===== src/rtl/flp_params.svh =====
/*
 * Constants of the four-level interrupt priority block: register indices,
 * bit positions, reset values and vector addresses.
 * Assumes inclusion by bare name from the design module.
 */
`ifndef FLP_PARAMS_SVH
`define FLP_PARAMS_SVH

// ****************************************************************
// Register indices (byte address is four times the index)
// ****************************************************************
`define FLP_IDX_PRIO_UPPER_B   8'hf7
`define FLP_IDX_PRIO_LOWER_B   8'hf8
`define FLP_IDX_PRIO_UPPER_A   8'hb7
`define FLP_IDX_PRIO_LOWER_A   8'hb8
`define FLP_IDX_ENABLE_A       8'ha8
`define FLP_IDX_ENABLE_B       8'he8
`define FLP_IDX_EVT_STATUS     8'hc0
`define FLP_IDX_EVT_CLEAR      8'hc1
`define FLP_IDX_EVT_ENABLE     8'hc2
`define FLP_IDX_CORE_STATE     8'hc3

// ****************************************************************
// Field positions
// ****************************************************************
`define FLP_BIT_GLOBAL_EN      3'd7
`define FLP_EVT_TAKEN          2'd0
`define FLP_EVT_PREEMPT        2'd1
`define FLP_EVT_BAD_RETURN     2'd2

// ****************************************************************
// Reset values
// ****************************************************************
`define FLP_RST_BYTE           8'h00
`define FLP_RST_EVT            3'h0

// ****************************************************************
// Vector addresses
// ****************************************************************
`define FLP_VEC_X0             16'h0003
`define FLP_VEC_T0             16'h000b
`define FLP_VEC_X1             16'h0013
`define FLP_VEC_T1             16'h001b
`define FLP_VEC_UART           16'h0023
`define FLP_VEC_TWS            16'h002b
`define FLP_VEC_CT0            16'h0033
`define FLP_VEC_CT1            16'h003b
`define FLP_VEC_CT2            16'h0043
`define FLP_VEC_CT3            16'h004b
`define FLP_VEC_ADC            16'h0053
`define FLP_VEC_CM0            16'h005b
`define FLP_VEC_CM1            16'h0063
`define FLP_VEC_CAN            16'h006b
`define FLP_VEC_T2             16'h0073

`endif


===== src/rtl/flp_pkg.sv =====
/*
 * Types of the four-level interrupt priority block.
 * Assumes flp_params.svh on the include path.
 */
package flp_pkg;
    typedef logic [7:0]  flp_byte_t;
    typedef logic [1:0]  flp_level_t;
    typedef logic [15:0] flp_vector_t;

    // Sources numbered in fixed order within a level, first wins
    typedef enum logic [3:0] {
        FLP_SRC_X0, FLP_SRC_TWS, FLP_SRC_ADC, FLP_SRC_T0, FLP_SRC_CT0,
        FLP_SRC_CM0, FLP_SRC_X1, FLP_SRC_CT1, FLP_SRC_CM1, FLP_SRC_T1,
        FLP_SRC_CT2, FLP_SRC_CAN, FLP_SRC_UART, FLP_SRC_CT3, FLP_SRC_T2
    } flp_src_t;
endpackage : flp_pkg


===== src/rtl/flp_intc.sv =====
/*
 * Four-level interrupt priority and vectoring with a Wishbone classic
 * register slave and a sticky event interrupt.
 * Assumes request flags and core strobes come from logic on sys_clk.
 */
// The Wishbone interface to the registers is this design's own decision.
`timescale 1ns/10ps
`include "flp_params.svh"

module flp_intc
    import flp_pkg::*;
#(
    parameter int NUM_SRC = 15
) (
    input  wire logic                 sys_clk,
    input  wire logic                 rst_b,
    input  wire logic                 wb_cyc_i,
    input  wire logic                 wb_stb_i,
    input  wire logic                 wb_we_i,
    input  wire logic [9:0]           wb_adr_i,
    input  wire logic [3:0]           wb_sel_i,
    input  wire logic [31:0]          wb_dat_i,
    output logic      [31:0]          wb_dat_o,
    output logic                      wb_ack_o,
    input  wire logic [NUM_SRC-1:0]   src_request,
    input  wire logic                 core_take,
    input  wire logic                 core_reti,
    output logic                      core_irq,
    output flp_vector_t               core_vector,
    output flp_level_t                core_level,
    output logic                      irq
);

    // ****************************************************************
    // Register storage
    // ****************************************************************
    flp_byte_t  priority_upper_bits_group_b;
    flp_byte_t  priority_lower_bits_group_b;
    flp_byte_t  priority_upper_bits_group_a;
    flp_byte_t  priority_lower_bits_group_a;
    flp_byte_t  enable_group_a;
    flp_byte_t  enable_group_b;
    logic [2:0] evt_status;
    logic [2:0] evt_enable;
    logic [3:0] in_service;

    // ****************************************************************
    // Decoding functions
    // ****************************************************************
    // Pick the bit belonging to a source out of group a and group b
    function automatic logic src_bit(input logic [3:0] idx,
                                     input flp_byte_t grp_a,
                                     input flp_byte_t grp_b);
        logic r;
        r = 1'b0;
        unique case (flp_src_t'(idx))
            FLP_SRC_X0:   r = grp_a[0];
            FLP_SRC_T0:   r = grp_a[1];
            FLP_SRC_X1:   r = grp_a[2];
            FLP_SRC_T1:   r = grp_a[3];
            FLP_SRC_UART: r = grp_a[4];
            FLP_SRC_TWS:  r = grp_a[5];
            FLP_SRC_ADC:  r = grp_a[6];
            FLP_SRC_T2:   r = grp_b[7];
            FLP_SRC_CAN:  r = grp_b[6];
            FLP_SRC_CM1:  r = grp_b[5];
            FLP_SRC_CM0:  r = grp_b[4];
            FLP_SRC_CT3:  r = grp_b[3];
            FLP_SRC_CT2:  r = grp_b[2];
            FLP_SRC_CT1:  r = grp_b[1];
            FLP_SRC_CT0:  r = grp_b[0];
            default:      r = 1'b0;
        endcase
        return r;
    endfunction : src_bit

    function automatic flp_vector_t src_vector(input logic [3:0] idx);
        flp_vector_t v;
        v = 16'h0000;
        unique case (flp_src_t'(idx))
            FLP_SRC_X0:   v = `FLP_VEC_X0;
            FLP_SRC_T0:   v = `FLP_VEC_T0;
            FLP_SRC_X1:   v = `FLP_VEC_X1;
            FLP_SRC_T1:   v = `FLP_VEC_T1;
            FLP_SRC_UART: v = `FLP_VEC_UART;
            FLP_SRC_TWS:  v = `FLP_VEC_TWS;
            FLP_SRC_CT0:  v = `FLP_VEC_CT0;
            FLP_SRC_CT1:  v = `FLP_VEC_CT1;
            FLP_SRC_CT2:  v = `FLP_VEC_CT2;
            FLP_SRC_CT3:  v = `FLP_VEC_CT3;
            FLP_SRC_ADC:  v = `FLP_VEC_ADC;
            FLP_SRC_CM0:  v = `FLP_VEC_CM0;
            FLP_SRC_CM1:  v = `FLP_VEC_CM1;
            FLP_SRC_CAN:  v = `FLP_VEC_CAN;
            FLP_SRC_T2:   v = `FLP_VEC_T2;
            default:      v = 16'h0000;
        endcase
        return v;
    endfunction : src_vector

    // Highest level currently marked in service
    function automatic flp_level_t top_of(input logic [3:0] mask);
        flp_level_t t;
        t = 2'd0;
        for (int k = 0; k < 4; k++) begin
            if (mask[k]) begin
                t = 2'(k);
            end
        end
        return t;
    endfunction : top_of

    // ****************************************************************
    // Per-source level and eligibility
    // ****************************************************************
    flp_level_t         src_level [NUM_SRC];
    logic [NUM_SRC-1:0] eligible;
    wire logic          global_en = enable_group_a[`FLP_BIT_GLOBAL_EN];

    genvar g;
    generate
        for (g = 0; g < NUM_SRC; g++) begin : g_src
            assign src_level[g] = {
                src_bit(4'(g), priority_upper_bits_group_a,
                        priority_upper_bits_group_b),
                src_bit(4'(g), priority_lower_bits_group_a,
                        priority_lower_bits_group_b)};
            assign eligible[g] = src_request[g] & global_en &
                src_bit(4'(g), enable_group_a, enable_group_b);
        end
    endgenerate

    // ****************************************************************
    // Arbitration
    // ****************************************************************
    logic [3:0] best_idx;
    flp_level_t best_lvl;
    logic       best_valid;

    // Walk from the last source down so the earliest one wins a tie
    always_comb begin
        best_idx   = 4'd0;
        best_lvl   = 2'd0;
        best_valid = 1'b0;
        for (int i = NUM_SRC - 1; i >= 0; i--) begin
            if (eligible[i] && (!best_valid || src_level[i] >= best_lvl)) begin
                best_idx   = 4'(i);
                best_lvl   = src_level[i];
                best_valid = 1'b1;
            end
        end
    end

    wire flp_level_t svc_top  = top_of(in_service);
    wire logic       svc_any  = |in_service;
    wire logic       grant    = best_valid &&
                                (!svc_any || best_lvl > svc_top);
    wire logic       taken    = core_take & core_irq;
    wire logic       ret_ok   = core_reti & svc_any;
    wire logic       ret_bad  = core_reti & ~svc_any;

    // Returning frees the top level; a take in the same cycle stacks on
    wire logic [3:0] pop_mask = ret_ok ? (4'b0001 << svc_top) : 4'b0000;
    wire logic [3:0] push_mask = taken ? (4'b0001 << core_level) : 4'b0000;
    wire logic [3:0] next_in_service =
        (in_service & ~pop_mask) | push_mask;

    // ****************************************************************
    // Wishbone decode
    // ****************************************************************
    wire logic       bus_req   = wb_cyc_i & wb_stb_i & ~wb_ack_o;
    wire logic [7:0] reg_idx   = wb_adr_i[9:2];
    wire logic       wr_lane   = bus_req & wb_we_i & wb_sel_i[0];
    wire flp_byte_t  wr_byte   = wb_dat_i[7:0];
    wire logic       wr_up_b   = wr_lane &&
                                 reg_idx == `FLP_IDX_PRIO_UPPER_B;
    wire logic       wr_lo_b   = wr_lane &&
                                 reg_idx == `FLP_IDX_PRIO_LOWER_B;
    wire logic       wr_up_a   = wr_lane && reg_idx == `FLP_IDX_PRIO_UPPER_A;
    wire logic       wr_lo_a   = wr_lane && reg_idx == `FLP_IDX_PRIO_LOWER_A;
    wire logic       wr_en_a   = wr_lane && reg_idx == `FLP_IDX_ENABLE_A;
    wire logic       wr_en_b   = wr_lane && reg_idx == `FLP_IDX_ENABLE_B;
    wire logic       wr_evt_c  = wr_lane && reg_idx == `FLP_IDX_EVT_CLEAR;
    wire logic       wr_evt_e  = wr_lane && reg_idx == `FLP_IDX_EVT_ENABLE;

    // Unmapped and write-only indices read as zero
    logic [7:0] rd_byte;
    always_comb begin
        unique case (reg_idx)
            `FLP_IDX_PRIO_UPPER_B: rd_byte = priority_upper_bits_group_b;
            `FLP_IDX_PRIO_LOWER_B: rd_byte = priority_lower_bits_group_b;
            `FLP_IDX_PRIO_UPPER_A: rd_byte = priority_upper_bits_group_a;
            `FLP_IDX_PRIO_LOWER_A: rd_byte = priority_lower_bits_group_a;
            `FLP_IDX_ENABLE_A:     rd_byte = enable_group_a;
            `FLP_IDX_ENABLE_B:     rd_byte = enable_group_b;
            `FLP_IDX_EVT_STATUS:   rd_byte = {5'h00, evt_status};
            `FLP_IDX_EVT_ENABLE:   rd_byte = {5'h00, evt_enable};
            `FLP_IDX_CORE_STATE:   rd_byte = {1'b0, core_irq, core_level,
                                              in_service};
            default:               rd_byte = 8'h00;
        endcase
    end

    // ****************************************************************
    // Event status
    // ****************************************************************
    wire logic [2:0] evt_set = {ret_bad, taken & svc_any, taken};
    // A set in the cycle of its clear wins, so no event is lost
    wire logic [2:0] next_evt_status =
        (evt_status & ~(wr_evt_c ? wr_byte[2:0] : 3'h0)) | evt_set;
    wire logic [2:0] next_evt_enable =
        wr_evt_e ? wr_byte[2:0] : evt_enable;

    // ****************************************************************
    // Registers
    // ****************************************************************
    always_ff @(posedge sys_clk or negedge rst_b) begin
        if (!rst_b) begin
            priority_upper_bits_group_b <= `FLP_RST_BYTE;
            priority_lower_bits_group_b <= `FLP_RST_BYTE;
            priority_upper_bits_group_a <= `FLP_RST_BYTE;
            priority_lower_bits_group_a <= `FLP_RST_BYTE;
            enable_group_a              <= `FLP_RST_BYTE;
            enable_group_b              <= `FLP_RST_BYTE;
        end else begin
            if (wr_up_b) begin
                priority_upper_bits_group_b <= wr_byte;
            end
            if (wr_lo_b) begin
                priority_lower_bits_group_b <= wr_byte;
            end
            if (wr_up_a) begin
                priority_upper_bits_group_a <= wr_byte;
            end
            if (wr_lo_a) begin
                priority_lower_bits_group_a <= wr_byte;
            end
            if (wr_en_a) begin
                enable_group_a <= wr_byte;
            end
            if (wr_en_b) begin
                enable_group_b <= wr_byte;
            end
        end
    end

    always_ff @(posedge sys_clk or negedge rst_b) begin
        if (!rst_b) begin
            wb_ack_o <= 1'b0;
            wb_dat_o <= 32'h0000_0000;
        end else begin
            wb_ack_o <= bus_req;
            wb_dat_o <= bus_req ? {24'h00_0000, rd_byte} : 32'h0000_0000;
        end
    end

    // Outputs are a registered snapshot; the core takes what it sees
    always_ff @(posedge sys_clk or negedge rst_b) begin
        if (!rst_b) begin
            core_irq    <= 1'b0;
            core_vector <= 16'h0000;
            core_level  <= 2'd0;
            in_service  <= 4'h0;
        end else begin
            core_irq    <= grant & ~taken;
            core_vector <= src_vector(best_idx);
            core_level  <= best_lvl;
            in_service  <= next_in_service;
        end
    end

    always_ff @(posedge sys_clk or negedge rst_b) begin
        if (!rst_b) begin
            evt_status <= `FLP_RST_EVT;
            evt_enable <= `FLP_RST_EVT;
            irq        <= 1'b0;
        end else begin
            evt_status <= next_evt_status;
            evt_enable <= next_evt_enable;
            irq        <= |(next_evt_status & next_evt_enable);
        end
    end

endmodule : flp_intc


===== config.mk =====
export PLATFORM = sky130hd
export DESIGN_NAME = flp_intc
export DESIGN_NICKNAME = d
export VERILOG_FILES = /design/src/rtl/flp_pkg.sv /design/src/rtl/flp_intc.sv
export VERILOG_INCLUDE_DIRS = /design/src /design/src/rtl
export SDC_FILE = /design/constraint.sdc
export NUM_CORES = 1
export LEC_CHECK = 0
export ABC_AREA = 1
export BUFFER_PORTS_ARGS = -buffer_cell sky130_fd_sc_hd__clkbuf_2
export CORE_MARGIN = 2
export CORE_UTILIZATION = 30
export CTS_CLUSTER_SIZE = 10
export DETAILED_ROUTE_END_ITERATION = 10
export GPL_TIMING_DRIVEN = 0
export PLACE_DENSITY = 0.56
export REMOVE_ABC_BUFFERS = 1
export SLEW_MARGIN = 20
export SYNTH_ARGS = -nofsm -noshare
export SYNTH_HDL_FRONTEND = slang
export SYNTH_SLANG_ARGS = --single-unit
export TNS_END_PERCENT = 10

===== constraint.sdc =====
create_clock -name sys_clk -period 12.1 [get_ports sys_clk]
set_clock_uncertainty 0.15 [all_clocks]
set_input_delay 0.605 -clock sys_clk [delete_from_list [all_inputs] [get_ports sys_clk]]
set_output_delay 0.605 -clock sys_clk [all_outputs]
set_load 0.03 [all_outputs]

==> run metrics, run 1 <==
pre-CTS WS -3520 ps; Setup violations, final 8; headroom to the max-slew limit 35.6%; share of cells above drive strength 1 35.5%; unrepaired setup endpoints after global routing yes; CP Class reg -> reg; power density cells 77.9 nW/um2; Crit path largest cell delay 430 ps; First-pass DRT Iterations 6; Area Overhead vs Synth 36.6%; P_int slightly above 400 uW; worst IR drop on VDD around 0.06 mV; ANT cells 0; vias per cell 4.88; Period Utilization, post-route 108%; switching power 149 uW; number of synthesized flops with an enable pin 0; Filler cells about 1700; largest area contributor in the netlist dfrtp_1; crit-path max FO 5; slowest library cell on the worst path dfrtp_4; Final Hold Viols 0; WP data arrival 13130 ps; Least-Margin Pin Slew slightly below 1000 ps; Clock Pin Slew Worst Setup and Hold Paths ~60 ps; first-pass GRT wire length 25.6 mm; clock network power share between 40% and 50%; vias in the first global route 5038; Reg area 1910 um2; Yosys warnings 0; gr usage total 18.0%; clk_lat worst skew roughly 340 ps; antenna violations before repair 0; die height 136 um; sequential share of the synthesized area a little over a third; ranking of synthesized cells by area dfrtp_1, nand2_1, o21ai_0, inv_1, ha_1; non-filler instance count after layout around 1100; 1st-iter DRT viols around 350; clock tree root driver cell clkbuf_16; Crit. End Element flip-flop; number of H-tree levels 3; GPL Wtd Cong 0.886; top cells by count, synth nand2_1, inv_1, o21ai_0, dfrtp_1, nand3_1; Hold Path Class in -> async; IO Count 121; asr flop ratio synth between 90% and 100%; FF-to-FF setup slack -940 ps; largest net degree at the start of global routing 77; most used flip-flop cell after synthesis dfrtp_1; synth unique cells 38; Antenna Nets Post-Route 0; Detailed Place HPWL 11.0 mm; combinational power share 6.8%; final core utilization 41.6%; Clock Sinks 76; DRC 0; fmax 76.7 MHz; DIE WIDTH 136 um; Switching Share 26.8%; most common cell in the synthesized netlist nand2_1; fin crit period 13040 ps; Final nets 954; DR WL/cell between 15 and 20 um; power share of the sequential group 46.2%; Post-CTS Hold Buffers 0; Synth Cell Area 5230 um2; CP Data Required Time ~12000 ps; maxcap violations 0; critical path launch point type flip-flop; CTS Buf Count 9; synthesized instance count roughly 710; Final Slew Violations 0; starting density of the core 30.4%; status complete, but fails checks; footprint of the multi-input gates between 3000 and 4000 um2; post-placement cell count a little under 1000; fin worst setup slack -938 ps; Yosys top cell area share 36.4%; setup TNS -6310 ps; Hold Slack 98.4 ps; FP Rows 48; total global routing overflow 0; crit-path most repeated cell nand2_4; Max Root-Sink Buffers 2; Via Count between 5000 and 6000; violated checks setup timing; final WL 17.1 mm; leakage 0.00362 uW; Synth Register Bits 76; CTS tree built; Syn Area/Cell 7.39 um2; core box area 17200 um2; IO Port Bufs 57; die area around 19000 um2
placed cells by master, fill, tap and decap left out, types with 2 or more instances in the layout:
cell type,synthesis,final
nor2_1,32,28
and2_1,4,2
ha_4,0,11
buf_4,35,88
dfrtp_1,76,75
nand3_2,7,22
o21ai_2,0,10
nand3b_1,4,4
o21ai_0,88,69
and2_4,0,2
nand2_1,156,123
nand3_4,1,2
ha_1,28,16
o22ai_1,10,10
o21ai_4,0,4
nand2_4,10,23
nor4_1,2,2
clkbuf_8,0,2
a21oi_1,16,11
nor3_1,7,7
conb_1,1,34
nand4_1,5,5
nand2_2,14,34
clkinvlp_4,0,2
buf_6,1,4
a21oi_2,1,6
a221oi_1,5,5
inv_1,112,100
o31ai_1,2,2
clkbuf_2,0,56
nand3_1,62,46
inv_4,0,2
or2_4,0,2
inv_2,3,13
nor2_2,2,4
a2111oi_0,3,3
clkbuf_16,0,9
nor2_4,0,2
o21ai_1,2,7
a31oi_1,3,2
final timing paths:
path	startpoint	end	depth (start not counted)
max in group asynchronous	rst_b	core_vector[1]	1
min in group sys_clk	core_reti	in_service[3]	2
hold reg to reg	wb_ack_o	wb_ack_o	1
setup / recovery	enable_group_a[7]	core_level[1]	110
hold / removal	rst_b	priority_lower_bits_group_b[6]	1
setup reg to reg	enable_group_a[7]	core_level[1]	110
critical path: cells and delay by family (launching register included):
| family | cells | cell delay [ps] |
|---|---|---|
| and+or+nand+nor | 54 | 4990 |
| buffers and inverters | 20 | 1680 |
| DFF | 1 | 430 |
| adders and majority gates | 14 | 3620 |
| AOI/OAI and AO/OA | 22 | 2040 |
power groups by stage:
stage	clock [uW]	combinational (uW)	sequential, uW
finish	261	38.0	257
global route	275	41.9	257
CTS	264	37.8	257
detailed placement	0	37.2	261
global placement	0	36.9	261
floorplan	0	20.3	262
per-stage QoR:
| stage | instance area [um2] | power (uW) |
|---|---|---|
| final | 7140 | 556 |
| after floorplan | 5050 | 282 |
| after global routing | 7140 | 574 |
| after CTS | 6700 | 558 |
| after detailed placement | 5630 | 299 |
| after global placement | 5620 | 298 |
area by class of cell:
class | instances | area share, %
clock buffer | 10 | 3.35
sequential | 76 | 26.7
inverter | 115 | 6.12
clock inverter | 5 | 0.526
tap | 225 | 3.94
timing repair buffer | 149 | 14.0
multi-input combinational | 507 | 45.4
layer usage:
metal	share of wire [%]	global-route usage, %	up-vias
met5	0	0	-
met4	4.3	8.85	0
met3	5.4	3.80	52
met2	47	28.8	196
met1	43	23.2	2503
li1	-	-	2549
flip-flops by register name (all words and copies together) (netlist names):
name / flops
enable_group_a: 8
irq: 1
enable_group_b: 8
core_level: 2
evt_enable: 3
priority_upper_bits_group_a: 8
priority_lower_bits_group_a: 8
priority_upper_bits_group_b: 8
core_vector: 5
evt_status: 3
core_irq: 1
wb_ack_o: 1
wb_dat_o: 8
in_service: 4
priority_lower_bits_group_b: 8
cell families after synthesis:
| logic type | after synthesis | synth area share (%) |
|---|---|---|
| simple gates | 310 | 28.5 |
| buf+inv | 158 | 14.0 |
| compound gates | 135 | 14.4 |
| flops | 76 | 36.4 |
| fa+ha+maj | 28 | 6.70 |
| other cells | 1 | 0.0717 |
repair_timing:
action | CTS | global route
endpoints found under the setup margin | 8 | 8
buffers inserted | 84 | 12
resized for setup | 83 | 66
pin swaps | 79 | 74
No activity file was read; power rests on OpenSTA's default activity.
==> run 2, diff against run 1 <==
- CORE_UTILIZATION: 30 -> 50
- PLACE_DENSITY: 0.56 -> 0.83
- REMOVE_ABC_BUFFERS: 1 -> not set
==> run metrics, run 2 (same netlist as run 1, synthesis figures left out) <==
status complete, but fails checks; violated checks setup timing; Crit. End Element flip-flop; IO Count 121; clk_lat worst skew 360 ps; First-pass DRT Iterations 6; FF-to-FF setup slack -1440 ps; CP bufs+invs 30; headroom to the max-slew limit 45.3%; vias in the first global route 5421; GPL Wtd Cong 0.907; die height 106 um; ANT cells 0; Hold Slack 106 ps; Max Root-Sink Buffers 2; clock tree root driver cell clkbuf_8; FF-to-FF path depth 112; Clock Pin Slew Worst Setup and Hold Paths ~90 ps; Least-Margin Pin Slew 814 ps; antenna violations before repair 0; core box area a little over 10000 um2; Antenna Nets Post-Route 0; Area Overhead vs Synth 36.7%; CP Data Required Time ~12000 ps; IO Port Bufs 57; Crit path largest cell delay 360 ps; power density cells 69.6 nW/um2; DIE WIDTH approximately 110 um; gr usage total 29.4%; largest net degree at the start of global routing 41; critical path launch point type flip-flop; starting density of the core 51.1%; post-placement cell count slightly above 900; die area 11300 um2; crit-path most repeated cell nand2_2; Overall Power 497 uW; Clock Sinks 76; slowest library cell on the worst path dfrtp_1; FP Rows 37; Crit path max-delay family simple AND/OR/NAND/NOR gates; total global routing overflow 0; Post-CTS Hold Buffers 0; worst IR drop on VDD approximately 0.066 mV; Reg-to-Reg End core_level[0]; CTS Buf Count 9; 1st-iter DRT viols 690; DRC 0; Final nets 994; first-pass GRT wire length 26.0 mm; most frequent cells in the layout nand2_1, buf_4, inv_1; CP Depth 112; Setup crit start enable_group_a[7]; CP Class reg -> reg; Final Slew Violations 0; final WL between 15 and 20 mm; CTS tree built; DR WL/cell between 15 and 20 um; Via Count 5861; share of cells above drive strength 1 37.2%; Period Utilization, post-route 112%; final core utilization 69.9%; reg2reg start enable_group_a[7]; Final Hold Viols 0; number of H-tree levels 3; Setup violations, final 8; non-filler instance count after layout 1039; maxcap violations 0; fmax about 74 MHz; setup TNS -9520 ps; vias per cell 5.64; leakage 0.00375 uW; fin worst setup slack -1440 ps; WP data arrival 13690 ps; fin crit period 13540 ps; crit-path max FO 7; unrepaired setup endpoints after global routing yes; Hold Path Class in -> async; Detailed Place HPWL between 10 and 15 mm; Worst setup endpoint core_level[0]
==> run 2: cell count changes in the layout (fill, tap and decap cells not counted), moves of 5 or more <==
cell	change
nand2_2	+6
buf_4	+34
nand2_4	-6
clkbuf_16	-9
clkbuf_8	+8
clkbuf_1	+7
nand3_2	-5
==> run 2: cell type report <==
type / count / area, um2
fillers: 715 / 3080
clock inverters: 6 / 53.8
clock buffers: 10 / 138
inverters: 115 / 439
repair buffers: 146 / 972
well taps: 136 / 170
multi-input cells: 507 / 3170
flip-flops and latches: 76 / 1900
plain buffers: 43 / 300
==> run 2: power by group <==
group | switching, uW | total (uW) | internal [uW]
sequential | 1.42 | 257 | 255
combinational | 32.8 | 47.9 | 15.1
clock | 109 | 193 | 83.7
total | 143 | 497 | 354
==> run 2: worst min-delay path by stage <==
stage,from,end,slack [ps],cells after the start
2_1_floorplan,rst_b,core_irq,160,0
3_3_place_gp,wb_ack_o,wb_ack_o,310,1
3_5_place_dp,wb_ack_o,wb_ack_o,300,1
4_1_cts,rst_b,core_vector[1],110,1
5_1_grt,rst_b,enable_group_a[1],140,1
6_report,rst_b,priority_upper_bits_group_b[6],110,1
==> run 2: stage by stage <==
step                      setup slack (ps)  instance area, um2
after detailed placement             -1780                5910
after global routing                 -2040                7150
after floorplan                       -367                5430
after global placement               -1510                5890
final                                -1440                7150
after CTS                             -647                6730
==> run 2: repair_timing <==
action / 4_1_cts / 5_1_grt
endpoints found under the setup margin: 8 / 8
pin swaps: 53 / 66
resized for setup: 20 / 66
hold endpoints to repair: 0 / 0
buffers inserted: 73 / 15
==> run 2: routing by layer <==
layer	track usage, %	part of all wire [%]
met1	36.0	36
met2	47.3	47
met3	5.40	9.9
met4	19.5	7.1
met5	0	0
